[src/rtl/wcpr_pkg.sv]
// constants for the carrier period reload block and its register map
// assumes a 32-bit axi4-lite slave port with 13-bit byte addresses
package wcpr_pkg;
    localparam int ADDR_W = 13;
    // register byte addresses
    localparam logic [12:0] RELOAD_OFS = 13'h1fc8;
    localparam logic [12:0] CMP_BASE_OFS = 13'h1fd0; // one word per phase
    localparam logic [12:0] CTRL_OFS = 13'h1fe0;
    localparam logic [12:0] STAT_OFS = 13'h1fe4;
    // reset values
    localparam logic [15:0] RELOAD_RST = 16'h0000;
    localparam logic [15:0] CMP_RST = 16'h0000;
    // control fields
    localparam int CTRL_EN_BIT = 0;
    localparam int CTRL_CENTER_BIT = 1;
    // status fields
    localparam int STAT_DOWN_BIT = 16;
    // period multipliers per alignment mode
    localparam int MULT_EDGE = 2;
    localparam int MULT_CENTER = 4;
    // oscillator clocks per counter step, derived from the edge multiplier
    localparam int CLK_PER_STEP = MULT_EDGE / 1;
    // counter steps per count value in center mode (up then down)
    localparam int CENTER_SWEEPS = MULT_CENTER / MULT_EDGE;
    // axi responses
    localparam logic [1:0] RESP_OKAY = 2'h0;
    localparam logic [1:0] RESP_SLVERR = 2'h2;
endpackage

[src/rtl/wcpr_carrier.sv]
// carrier period reload block: axi4-lite registers, carrier counter, phase outputs
// assumes clk is the oscillator input and inputs are synchronous to it
//
// The AXI4-Lite slave port was decided locally.
`timescale 1ns/10ps
module wcpr_carrier
    import wcpr_pkg::*;
#(
    parameter int NPHASE = 3
)
(
    input wire logic clk, // oscillator input clock
    input wire logic resetn, // async reset, active low
    input wire logic [12:0] s_axi_awaddr, // write address
    input wire logic s_axi_awvalid, // write address valid
    output logic s_axi_awready, // write address ready
    input wire logic [31:0] s_axi_wdata, // write data
    input wire logic [3:0] s_axi_wstrb, // write strobes
    input wire logic s_axi_wvalid, // write data valid
    output logic s_axi_wready, // write data ready
    output logic [1:0] s_axi_bresp, // write response
    output logic s_axi_bvalid, // write response valid
    input wire logic s_axi_bready, // write response ready
    input wire logic [12:0] s_axi_araddr, // read address
    input wire logic s_axi_arvalid, // read address valid
    output logic s_axi_arready, // read address ready
    output logic [31:0] s_axi_rdata, // read data
    output logic [1:0] s_axi_rresp, // read response
    output logic s_axi_rvalid, // read data valid
    input wire logic s_axi_rready, // read data ready
    output logic [NPHASE-1:0] phaseOut, // phase outputs, active high
    output logic carrierStart // pulse at each carrier boundary
);
    if (NPHASE < 1 || NPHASE > 8)
    begin : g_chk
        $error("NPHASE must be 1 to 8");
    end

    typedef struct packed {
        logic awHeld;
        logic [12:0] awAddr;
        logic wHeld;
        logic [31:0] wData;
        logic [3:0] wStrb;
        logic bValid;
        logic [1:0] bResp;
        logic rValid;
        logic [31:0] rData;
        logic [1:0] rResp;
        logic [15:0] reload;
        logic [NPHASE*16-1:0] cmp;
        logic enable;
        logic center;
        logic [15:0] actReload;
        logic [15:0] cnt;
        logic down;
        logic tick;
        logic boundary;
    } wcpr_state_s;

    wcpr_state_s st;
    wcpr_state_s next_st;
    logic [NPHASE*16-1:0] actCmp;
    logic loadShadow;

    // byte-lane merge of a write into a 16-bit field
    function automatic logic [15:0] merge16(input logic [15:0] old, input logic [31:0] d, input logic [3:0] s);
        merge16 = {s[1] ? d[15:8] : old[15:8], s[0] ? d[7:0] : old[7:0]};
    endfunction

    // shadows load while stopped or as the counter restarts
    assign loadShadow = !st.enable || st.actReload == 16'h0000 || st.boundary;

    always_comb
    begin
        logic [12:0] a;
        logic hit;
        logic last;
        a = st.awAddr;
        hit = 1'b0;
        last = 1'b0;
        next_st = st;
        next_st.boundary = 1'b0;
        // write channel: address and data taken in either order
        if (s_axi_awvalid && s_axi_awready)
        begin
            next_st.awHeld = 1'b1;
            next_st.awAddr = s_axi_awaddr;
        end
        if (s_axi_wvalid && s_axi_wready)
        begin
            next_st.wHeld = 1'b1;
            next_st.wData = s_axi_wdata;
            next_st.wStrb = s_axi_wstrb;
        end
        if (st.awHeld && st.wHeld)
        begin
            next_st.awHeld = 1'b0;
            next_st.wHeld = 1'b0;
            next_st.bValid = 1'b1;
            if (a == RELOAD_OFS)
            begin
                hit = 1'b1;
                next_st.reload = merge16(st.reload, st.wData, st.wStrb);
            end
            if (a == CTRL_OFS)
            begin
                hit = 1'b1;
                if (st.wStrb[0])
                begin
                    next_st.enable = st.wData[CTRL_EN_BIT];
                    next_st.center = st.wData[CTRL_CENTER_BIT];
                end
            end
            if (a == STAT_OFS)
            begin
                hit = 1'b1; // read-only, write ignored
            end
            for (int i = 0; i < NPHASE; i++)
            begin
                if (a == CMP_BASE_OFS + 13'(4 * i))
                begin
                    hit = 1'b1;
                    next_st.cmp[i*16 +: 16] = merge16(st.cmp[i*16 +: 16], st.wData, st.wStrb);
                end
            end
            next_st.bResp = hit ? RESP_OKAY : RESP_SLVERR;
        end
        if (st.bValid && s_axi_bready)
        begin
            next_st.bValid = 1'b0;
        end
        // read channel: answer one cycle after the address is taken
        if (s_axi_arvalid && s_axi_arready)
        begin
            next_st.rValid = 1'b1;
            next_st.rResp = RESP_OKAY;
            next_st.rData = 32'h00000000;
            if (s_axi_araddr == RELOAD_OFS)
            begin
                next_st.rData = {16'h0000, st.reload};
            end
            else if (s_axi_araddr == CTRL_OFS)
            begin
                next_st.rData[CTRL_EN_BIT] = st.enable;
                next_st.rData[CTRL_CENTER_BIT] = st.center;
            end
            else if (s_axi_araddr == STAT_OFS)
            begin
                next_st.rData = {15'h0000, st.down, st.cnt};
            end
            else
            begin
                next_st.rResp = RESP_SLVERR;
                for (int i = 0; i < NPHASE; i++)
                begin
                    if (s_axi_araddr == CMP_BASE_OFS + 13'(4 * i))
                    begin
                        next_st.rResp = RESP_OKAY;
                        next_st.rData = {16'h0000, st.cmp[i*16 +: 16]};
                    end
                end
            end
        end
        else if (st.rValid && s_axi_rready)
        begin
            next_st.rValid = 1'b0;
        end
        // carrier counter: one step every second clock, so edge mode
        // spans two clocks per count and center mode four
        if (loadShadow)
        begin
            next_st.actReload = st.reload;
        end
        if (!st.enable || st.actReload == 16'h0000)
        begin
            next_st.cnt = 16'h0000;
            next_st.down = 1'b0;
            next_st.tick = 1'b0;
        end
        else
        begin
            next_st.tick = !st.tick;
            if (st.tick)
            begin
                if (!st.center)
                begin
                    last = (st.cnt >= st.actReload - 16'h0001);
                    next_st.cnt = last ? 16'h0000 : st.cnt + 16'h0001;
                    next_st.down = 1'b0;
                end
                else if (!st.down)
                begin
                    next_st.cnt = st.cnt + 16'h0001;
                    next_st.down = (st.cnt + 16'h0001 == st.actReload);
                end
                else
                begin
                    last = (st.cnt == 16'h0001);
                    next_st.cnt = st.cnt - 16'h0001;
                    next_st.down = !last;
                end
                next_st.boundary = last;
            end
        end
    end

    always_ff @(posedge clk or negedge resetn)
    begin
        if (!resetn)
        begin
            st <= '0; // reload and compares reset to zero
        end
        else
        begin
            st <= next_st;
        end
    end

    // one output stage per phase
    for (genvar i = 0; i < NPHASE; i++)
    begin : g_phase
        wcpr_phase_out u_phase (
            .clk(clk),
            .resetn(resetn),
            .load(loadShadow),
            .compare(st.cmp[i*16 +: 16]),
            .limit(st.reload),
            .count(st.cnt),
            .phaseOut(phaseOut[i]),
            .activeCmp(actCmp[i*16 +: 16])
        );
    end

    assign s_axi_awready = !st.awHeld && !st.bValid;
    assign s_axi_wready = !st.wHeld && !st.bValid;
    assign s_axi_bvalid = st.bValid;
    assign s_axi_bresp = st.bResp;
    assign s_axi_arready = !st.rValid;
    assign s_axi_rvalid = st.rValid;
    assign s_axi_rdata = st.rData;
    assign s_axi_rresp = st.rResp;
    assign carrierStart = st.boundary;

    // checks on the reload write, counter and outputs
    property p_reload_wr;
        @(posedge clk) disable iff (!resetn)
        (st.awHeld && st.wHeld && st.awAddr == RELOAD_OFS && st.wStrb[1:0] == 2'h3)
            |=> st.reload == $past(st.wData[15:0]);
    endproperty
    a_reload_wr: assert property (p_reload_wr) else $error("reload write lost");

    property p_edge_wrap;
        @(posedge clk) disable iff (!resetn)
        (st.enable && !st.center && st.tick && st.actReload != 16'h0000 && st.cnt == st.actReload - 16'h0001)
            |=> st.cnt == 16'h0000 && st.boundary;
    endproperty
    a_edge_wrap: assert property (p_edge_wrap) else $error("edge counter wrap wrong");

    property p_half_rate;
        @(posedge clk) disable iff (!resetn)
        (st.enable && st.actReload != 16'h0000 && !st.tick && $stable(st.actReload))
            |=> $stable(st.cnt);
    endproperty
    a_half_rate: assert property (p_half_rate) else $error("counter stepped off rate");

    property p_center_turn;
        @(posedge clk) disable iff (!resetn)
        (st.enable && st.center && st.tick && !st.down && st.cnt + 16'h0001 == st.actReload)
            |=> st.down ##2 (st.cnt == $past(st.cnt, 2) - 16'h0001);
    endproperty
    a_center_turn: assert property (p_center_turn) else $error("center turn wrong");

    property p_cnt_bound;
        @(posedge clk) disable iff (!resetn)
        st.enable && st.actReload != 16'h0000 && $stable(st.actReload) |-> st.cnt <= st.actReload;
    endproperty
    a_cnt_bound: assert property (p_cnt_bound) else $error("counter beyond reload");

    property p_cmp_clip;
        @(posedge clk) disable iff (!resetn)
        $rose(loadShadow) |=> actCmp[15:0] <= $past(st.reload);
    endproperty
    a_cmp_clip: assert property (p_cmp_clip) else $error("compare above reload");

    property p_out_span;
        @(posedge clk) disable iff (!resetn)
        $past(st.cnt) < actCmp[15:0] && $stable(actCmp[15:0]) |-> phaseOut[0];
    endproperty
    a_out_span: assert property (p_out_span) else $error("phase not asserted");

    c_edge_wrap: cover property (@(posedge clk) disable iff (!resetn) st.boundary && !st.center);
    c_center_wrap: cover property (@(posedge clk) disable iff (!resetn) st.boundary && st.center);
    c_phase_on: cover property (@(posedge clk) disable iff (!resetn) $rose(phaseOut[0]));
endmodule // wcpr_carrier

[src/rtl/wcpr_phase_out.sv]
// one phase output: shadowed compare and asserted level
// assumes load from the parent at carrier boundaries and while the carrier is stopped
`timescale 1ns/10ps
module wcpr_phase_out
    import wcpr_pkg::*;
(
    input wire logic clk, // oscillator input clock
    input wire logic resetn, // async reset, active low
    input wire logic load, // take new compare at boundary
    input wire logic [15:0] compare, // software compare value
    input wire logic [15:0] limit, // reload value that will be active
    input wire logic [15:0] count, // carrier counter
    output logic phaseOut, // asserted level
    output logic [15:0] activeCmp // compare in force
);
    typedef struct packed {
        logic [15:0] cmp;
        logic out;
    } wcpr_phase_s;

    wcpr_phase_s st;
    wcpr_phase_s next_st;

    // clipping keeps duty at most one hundred percent
    always_comb
    begin
        next_st = st;
        if (load)
        begin
            next_st.cmp = (compare > limit) ? limit : compare;
        end
        // output held for a fixed count span, independent of reload
        next_st.out = (count < st.cmp);
    end

    always_ff @(posedge clk or negedge resetn)
    begin
        if (!resetn)
        begin
            st <= '{cmp: CMP_RST, out: 1'b0};
        end
        else
        begin
            st <= next_st;
        end
    end

    assign phaseOut = st.out;
    assign activeCmp = st.cmp;
endmodule // wcpr_phase_out

[config.mk]
export PLATFORM = sky130hd
export DESIGN_NAME = wcpr_carrier
export DESIGN_NICKNAME = d
export VERILOG_FILES = /design/src/rtl/wcpr_pkg.sv /design/src/rtl/wcpr_carrier.sv /design/src/rtl/wcpr_phase_out.sv
export SDC_FILE = /design/constraint.sdc
export NUM_CORES = 1
export LEC_CHECK = 0
export ABC_AREA = 1
export BUFFER_PORTS_ARGS = -buffer_cell sky130_fd_sc_hd__buf_4
export CAP_MARGIN = 25
export CELL_PAD_IN_SITES_DETAIL_PLACEMENT = 0
export CELL_PAD_IN_SITES_GLOBAL_PLACEMENT = 1
export CORE_ASPECT_RATIO = 1.1
export CORE_MARGIN = 3
export CORE_UTILIZATION = 46
export CTS_BUF_LIST = sky130_fd_sc_hd__clkbuf_4 sky130_fd_sc_hd__clkbuf_8
export CTS_CLUSTER_DIAMETER = 30
export DETAILED_ROUTE_END_ITERATION = 6
export PLACE_DENSITY = 0.82
export SYNTH_ARGS = -nofsm -noshare
export SYNTH_HDL_FRONTEND = slang
export SYNTH_SLANG_ARGS = --single-unit
[constraint.sdc]
create_clock -name clk -period 3.45 [get_ports clk]
set_input_delay 0.69 -clock clk [delete_from_list [all_inputs] [get_ports clk]]
set_output_delay 0.69 -clock clk [all_outputs]
set_load 0.02 [all_outputs]
== Yosys cells after proc, flatten, opt, wreduce, memory -nomap -nowiden ==
Cells that the tools add are included.
Word-level totals
  bits in registers: 241
  input bits: 69
  output and inout bits: 45
  word-level logic and storage cells: 125
Cells by class
  eq/ne operators: 14
  add/subtract/negate cells: 3
  magnitude comparators: 7
  reductions and logical operators: 32
  mux-type cells: 38
Operators with widths (count)
  equality test 13 bit (second input constant): 12
  2-to-1 mux 34 bit: 2
  2-to-1 mux 16 bit: 4
  2-to-1 mux 32 bit: 2
  2-to-1 mux 17 bit: 3
  greater-than comparator 16 bit: 3
  < comparator 16 bit: 3
  2-to-1 mux 37 bit: 1
  2-to-1 mux 18 bit: 2
  subtractor 16 x 1 -> 16 bit (second input constant): 2
  2-to-1 mux 30 bit: 1
  AND reduction 3 bit: 9
  adder 16 x 1 -> 16 bit (second input constant): 1
  equality test 16 x 1 -> 1 bit (second input constant): 1
  equality test 16 bit: 1
  greater-or-equal comparator 16 bit: 1
  zero test 16 bit: 1
  2-to-1 mux 1 bit: 16
  2-to-1 mux 14 bit: 1
  2-to-1 mux 2 bit: 5
  nonzero test 2 bit: 5
  logical AND 1 bit: 8
  zero test 1 bit: 7
  2-to-1 mux 3 bit: 1
  logical OR 1 bit: 2

== Depth between registers and ports, before layout ==
  depth after elaboration: 11
  depth in mapped cells: 21
  gate-level depth less buffers: 20

== By module ==
From an unflattened synthesis, not the netlist that was laid out.
Unflattened totals
  cell total of the unflattened synthesis: 1813
  area total of the unflattened synthesis: 13660.6 µm²
By module, submodules not included
  wcpr_carrier: sequential area each 3878.7 µm², area each 8484.4 µm², times used 1, cells an instance 1078
  wcpr_phase_out: sequential area each 425.4 µm², area each 1725.4 µm², times used 3, cells an instance 245

== Worst setup path before layout ==
OpenSTA, ideal clock, no wires.
  path type: register to register
  start point: register st[20] (netlist bit)
  end point: register st[16] (netlist bit)
  stages on the path, launching flop included: 21
  path slack: 0.671 ns
  arrival: 2.661 ns
  setup time: 0.118 ns
  data required time: 3.332 ns
  period minus slack after synthesis: 2.779 ns
  buffers on the path: 1
  cells stage by stage: dfrtp_1 inv_1 ha_1 nand4_2 nor3_1 nand2_1 nor3_1 nand2_1 xor2_1 inv_1 ha_1 nand2_1 inv_1 nand3_1 nor3_1 nand2_1 nand2_1 nand2_1 buf_2 nand3b_1 nand2_1
Between the ends
  longest elaborated chain between the ends: 6
  elaborated cells on any way between the ends: 9
  those cells by class: 1 x add/sub; 1 x order compare; 4 x mux; 3 x reduce/logical
Ends and longest elaborated chain
  start: declaration: RTL line wcpr_carrier.sv:61  | wcpr_state_s st;
  start signal: assignment: RTL line wcpr_carrier.sv:216  | st <= next_st;
  subtractor 16 x 1 -> 16 bit: RTL line wcpr_carrier.sv:188  | last = (st.cnt >= st.actReload - 16'h0001);
  greater-or-equal comparator 16 bit: RTL line wcpr_carrier.sv:188
  2-to-1 mux 16 bit: RTL line wcpr_carrier.sv:189  | next_st.cnt = last ? 16'h0000 : st.cnt + 16'h0001;
  2-to-1 mux 17 bit: RTL line wcpr_carrier.sv:186  | if (!st.center)
  2-to-1 mux 17 bit: RTL line wcpr_carrier.sv:184  | if (st.tick)
  2-to-1 mux 18 bit: RTL line wcpr_carrier.sv:175  | if (!st.enable || st.actReload == 16'h0000)
Several ways; a longest one is shown, not always the timed one. The select of a mux whose other input is x is not followed.
A chain may end at the register's enable or synchronous reset.

== Final worst setup path ==
  start point: register st[21] (netlist bit)
  end point: register st[7] (netlist bit)
Same word-level chain as after synthesis.

==> reports/results.md <==
## STA
• 0.3230 GHz — Max Fclk
• 0 ps — final total negative setup slack
• 0 — final setup violating endpoints
• 0 — max-slew violation total from the final report
• 0 — number of hold violations in the final report
• 976.8 ps — worst-margin pin slew
• no — setup repair after global routing missed its margin
• 3096 ps — Period minus WS final
• 89.74% — final worst-path cycle share
• 25.37 ps — Max Clock Skew
• 34.64% — Max-slew headroom

## Yosys
• sky130_fd_sc_hd__dfrtp_1 — Top FF cell, synth
• 1757 — number of cells produced by synthesis
• 100.0% — share of flip-flops with an asynchronous set or reset after synthesis
• 38.41% — post-synth top area share
• 38.41% — share of synthesized area occupied by flip-flops and latches
• 0 — count of flip-flops with a built-in enable after synthesis
• sky130_fd_sc_hd__nand2_1 — most common cell in the synthesized netlist
• 206 — register bit total from synthesis
• 46 — distinct cell type count of the synthesized netlist
• 399 x sky130_fd_sc_hd__nand2_1, 206 x sky130_fd_sc_hd__dfrtp_1, 205 x sky130_fd_sc_hd__inv_1 — top post-synthesis cells by count
• 0 — Yosys warning total
• sky130_fd_sc_hd__dfrtp_1 38%, sky130_fd_sc_hd__nand2_1 11%, sky130_fd_sc_hd__ha_1 11% — top cells by area in the synthesized netlist
• 13420 um^2 — post-synthesis cell area
• sky130_fd_sc_hd__dfrtp_1 — Yosys top cell by area
• 7.638 um^2 — Avg Cell Area, Syn

## Worst setup path
• flop to flop — category of the most critical setup path
• 21 — worst reg-to-reg path cell count
• sky130_fd_sc_hd__nand2_1 — Worst path most repeated cell
• st[7]$_DFFE_PN0N_ — capture instance of the worst register-to-register path
• flop — kind of start point of the critical path
• 9 — crit path max fanout
• inv_1 > nand3_2 > nor3_4 > nand2_2 > nor2_4 > nand2_1 > nor3_4 > nand3_1 > xor2_1 > inv_1 > ha_1 > nand2_1 > inv_1 > nand3_1 > nor3_1 > nand2_1 > nand2_1 > nand2_1 > buf_4 > nand3b_1 > nand2_1 — series of cell instances along the critical path
• flop — kind of end point of the critical path
• 3920 ps — Required @ worst endpoint
• 350 ps — register-to-register path setup slack
• 3570 ps — endpoint arrival time on the critical path
• sky130_fd_sc_hd__dfrtp_1 — highest-delay cell along the critical path
• 420 ps — delay of the slowest cell on the worst path
• st[21]$_DFFE_PN0P_ — reg-to-reg critical path startpoint

## Min path
• input port to asynchronous set/reset pin — worst min-delay path class

## Floorplanning
• 168.9 um — die boundary width
• 28270 um^2 — Core Footprint
• 31260 um^2 — die area
• 47.48% — Initial Util
• 64 — number of rows in the core area
• 114 — boundary pin count
• 185.1 um — height of the chip

## Final layout
• 2022 — count of nets after finishing
• 15.49% — synthesis-to-finish area growth
• 0 — final antenna diode count
• 13.56% — share of cells above drive strength 1

## Power
• 0.007792 W — total chip power
• 0.5485 mV — IR drop worst, VDD
• 28.81% — fraction of power spent switching nets
• 0.005547 W — internal power
• 36.5% — power share of the sequential group
• 0.002245 W — switching pwr
• 7.700 nW — Leak Pwr
• 16.1% — Logic pwr share
• 47.4% — share of total power in the clock network
• 502.7 nW/um^2 — pwr/cell area

## Global routing
• 88 — pin count of the biggest net entering global routing
• 11735 — number of global-route vias before repair
• 0 — leftover overflow at the end of global routing
• 3.671% — met3 global-route usage
• 43.73% — global routing usage on met2
• met2 — Most Crowded Layer GR
• 26.28% — overall fraction of global-route tracks in use
• 33.96% — met1 Usage GRT
• 0 — initial antenna violation count
• 64.45 mm — global-route wire length before repair

## Clocking
• 0 — count of buffers added by post-CTS timing repair for setup
• 50 ps — Clock transition at path regs
• 600 ps — clock latency of the later-clocked register in the worst-skew pair
• 206 — number of clock sinks
• sky130_fd_sc_hd__clkbuf_8 — clock tree root buffer cell
• 52 — CTS Buf Count
• 2 — Clock H-tree levels
• 3 — buffer depth of the longest clock path
• done — clock tree from TritonCTS

## Drt
• 40.83 mm — total wire length
• 5.428 — vias per std cell
• 12181 — total number of vias
• 0 — remaining antenna violation count after routing
• 18.19 um — WL/cell
• 865 — number of DRC markers in iteration 0
• 5 — drt pass-1 iters
• 0 — post-route DRC violation count

## Placed design
• 30.66 mm — estimated wirelength of the detail-placed design
• 0.9160 — Placer Congestion
• 78 — number of input and output port buffers inserted

## Status
• complete, no violations — outcome

## Job
• 0 — count of maximum capacitance violations

==> worst max path at each step <==
stage                    endpoint  slack (ps)  cells after the start                from
3_5_place_dp    st[4]$_DFFE_PN0N_         280                     21  st[21]$_DFFE_PN0P_
5_1_grt         st[7]$_DFFE_PN0N_          20                     21  st[21]$_DFFE_PN0P_
2_1_floorplan  st[16]$_DFFE_PN0N_         670                     20  st[20]$_DFFE_PN0P_
6_report        st[7]$_DFFE_PN0N_         350                     21  st[21]$_DFFE_PN0P_
3_3_place_gp    st[7]$_DFFE_PN0N_         300                     21  st[21]$_DFFE_PN0P_
4_1_cts         st[7]$_DFFE_PN0N_         270                     21  st[21]$_DFFE_PN0P_
==> per-layer routing <==
layer	routed length, um	vias up
met3	2221	107
li1	-	5931
met1	17430	5728
met2	19220	415
met5	0	-
met4	1951	0
==> repair_timing <==
action,CTS,global route
hold buffers,0,0
endpoints found under the setup margin,0,13
resized for setup,0,6
==> worst max-delay path, delay by kind of cell (launching register included) <==
family | cells | cell delay (ps)
adders and majority gates | 1 | 280
xor gates and xnor gates | 1 | 140
buffers and inverters | 4 | 400
DFF | 1 | 420
and+or+nand+nor | 15 | 1730
==> cell families after synthesis <==
kind of cell | after synthesis | synth area share, %
compound gates | 323 | 13.19
simple gates | 770 | 24.73
fa+ha+maj | 113 | 10.54
other cells | 1 | 0.02794
mux | 10 | 0.8391
buf+inv | 306 | 10.43
flops | 206 | 38.41
xor+xnor | 28 | 1.827
==> cell usage in the layout (no fill, tap or decap), types with 9 or more instances in the layout <==
cell / Yosys / layout
sky130_fd_sc_hd__clkbuf_8: 0 / 62
sky130_fd_sc_hd__nand3_1: 147 / 146
sky130_fd_sc_hd__bufinv_16: 0 / 9
sky130_fd_sc_hd__buf_4: 45 / 106
sky130_fd_sc_hd__xor2_1: 24 / 24
sky130_fd_sc_hd__o21ai_1: 18 / 18
sky130_fd_sc_hd__a21oi_1: 122 / 122
sky130_fd_sc_hd__nor3_1: 18 / 17
sky130_fd_sc_hd__nand4_1: 15 / 15
sky130_fd_sc_hd__mux2_2: 10 / 10
sky130_fd_sc_hd__o211ai_1: 22 / 22
sky130_fd_sc_hd__nand2_1: 399 / 398
sky130_fd_sc_hd__conb_1: 1 / 17
sky130_fd_sc_hd__nor2_1: 152 / 152
sky130_fd_sc_hd__o21ai_0: 123 / 123
sky130_fd_sc_hd__dfrtp_1: 206 / 206
sky130_fd_sc_hd__ha_1: 113 / 113
sky130_fd_sc_hd__inv_1: 205 / 205
sky130_fd_sc_hd__a31oi_1: 16 / 16
sky130_fd_sc_hd__clkbuf_4: 0 / 9
==> sequential cells by signal (all words and copies together) (netlist names) <==
register / count
s_axi_bresp: 1
s_axi_bvalid: 1
s_axi_rresp: 1
carrierStart: 1
s_axi_rvalid: 1
g_phase.u_phase.activeCmp: 48
st: 133
s_axi_rdata: 17
g_phase.u_phase.phaseOut: 3
==> per-stage QoR <==
step	cells	hold WS, ps	utilization [%]	worst slack [ps]	instance area (um^2)
2_1_floorplan	1773	394.4	-	670.8	13480
3_3_place_gp	2149	464.2	50.15	298.0	14170
3_5_place_dp	2149	468.4	50.15	276.2	14170
4_1_cts	2244	171.3	54.72	272.4	15470
5_1_grt	2244	192.6	54.83	24.10	15500
6_report	2244	140.8	54.83	353.9	15500
==> power by group through the flow <==
stage / Sequential (W) / Combinational, W / Clock, W
2_1_floorplan: 0.00284 / 0.000875 / 0
3_3_place_gp: 0.00287 / 0.00124 / 0
3_5_place_dp: 0.00288 / 0.00127 / 0
4_1_cts: 0.00284 / 0.00128 / 0.00375
5_1_grt: 0.00287 / 0.00142 / 0.00388
6_report: 0.00284 / 0.00126 / 0.00369
==> final cells by class <==
| class | instances | area (um^2) |
|---|---|---|
| clock buffer | 70 | 907.1 |
| clock inverter | 25 | 386.6 |
| fill | 2739 | 12770 |
| inverter | 210 | 790.8 |
| multi-input combinational | 1261 | 6955 |
| sequential | 206 | 5155 |
| tap | 363 | 454.2 |
| timing repair buffer | 109 | 849.6 |
Note: power is estimated with default switching activity, not from simulation.
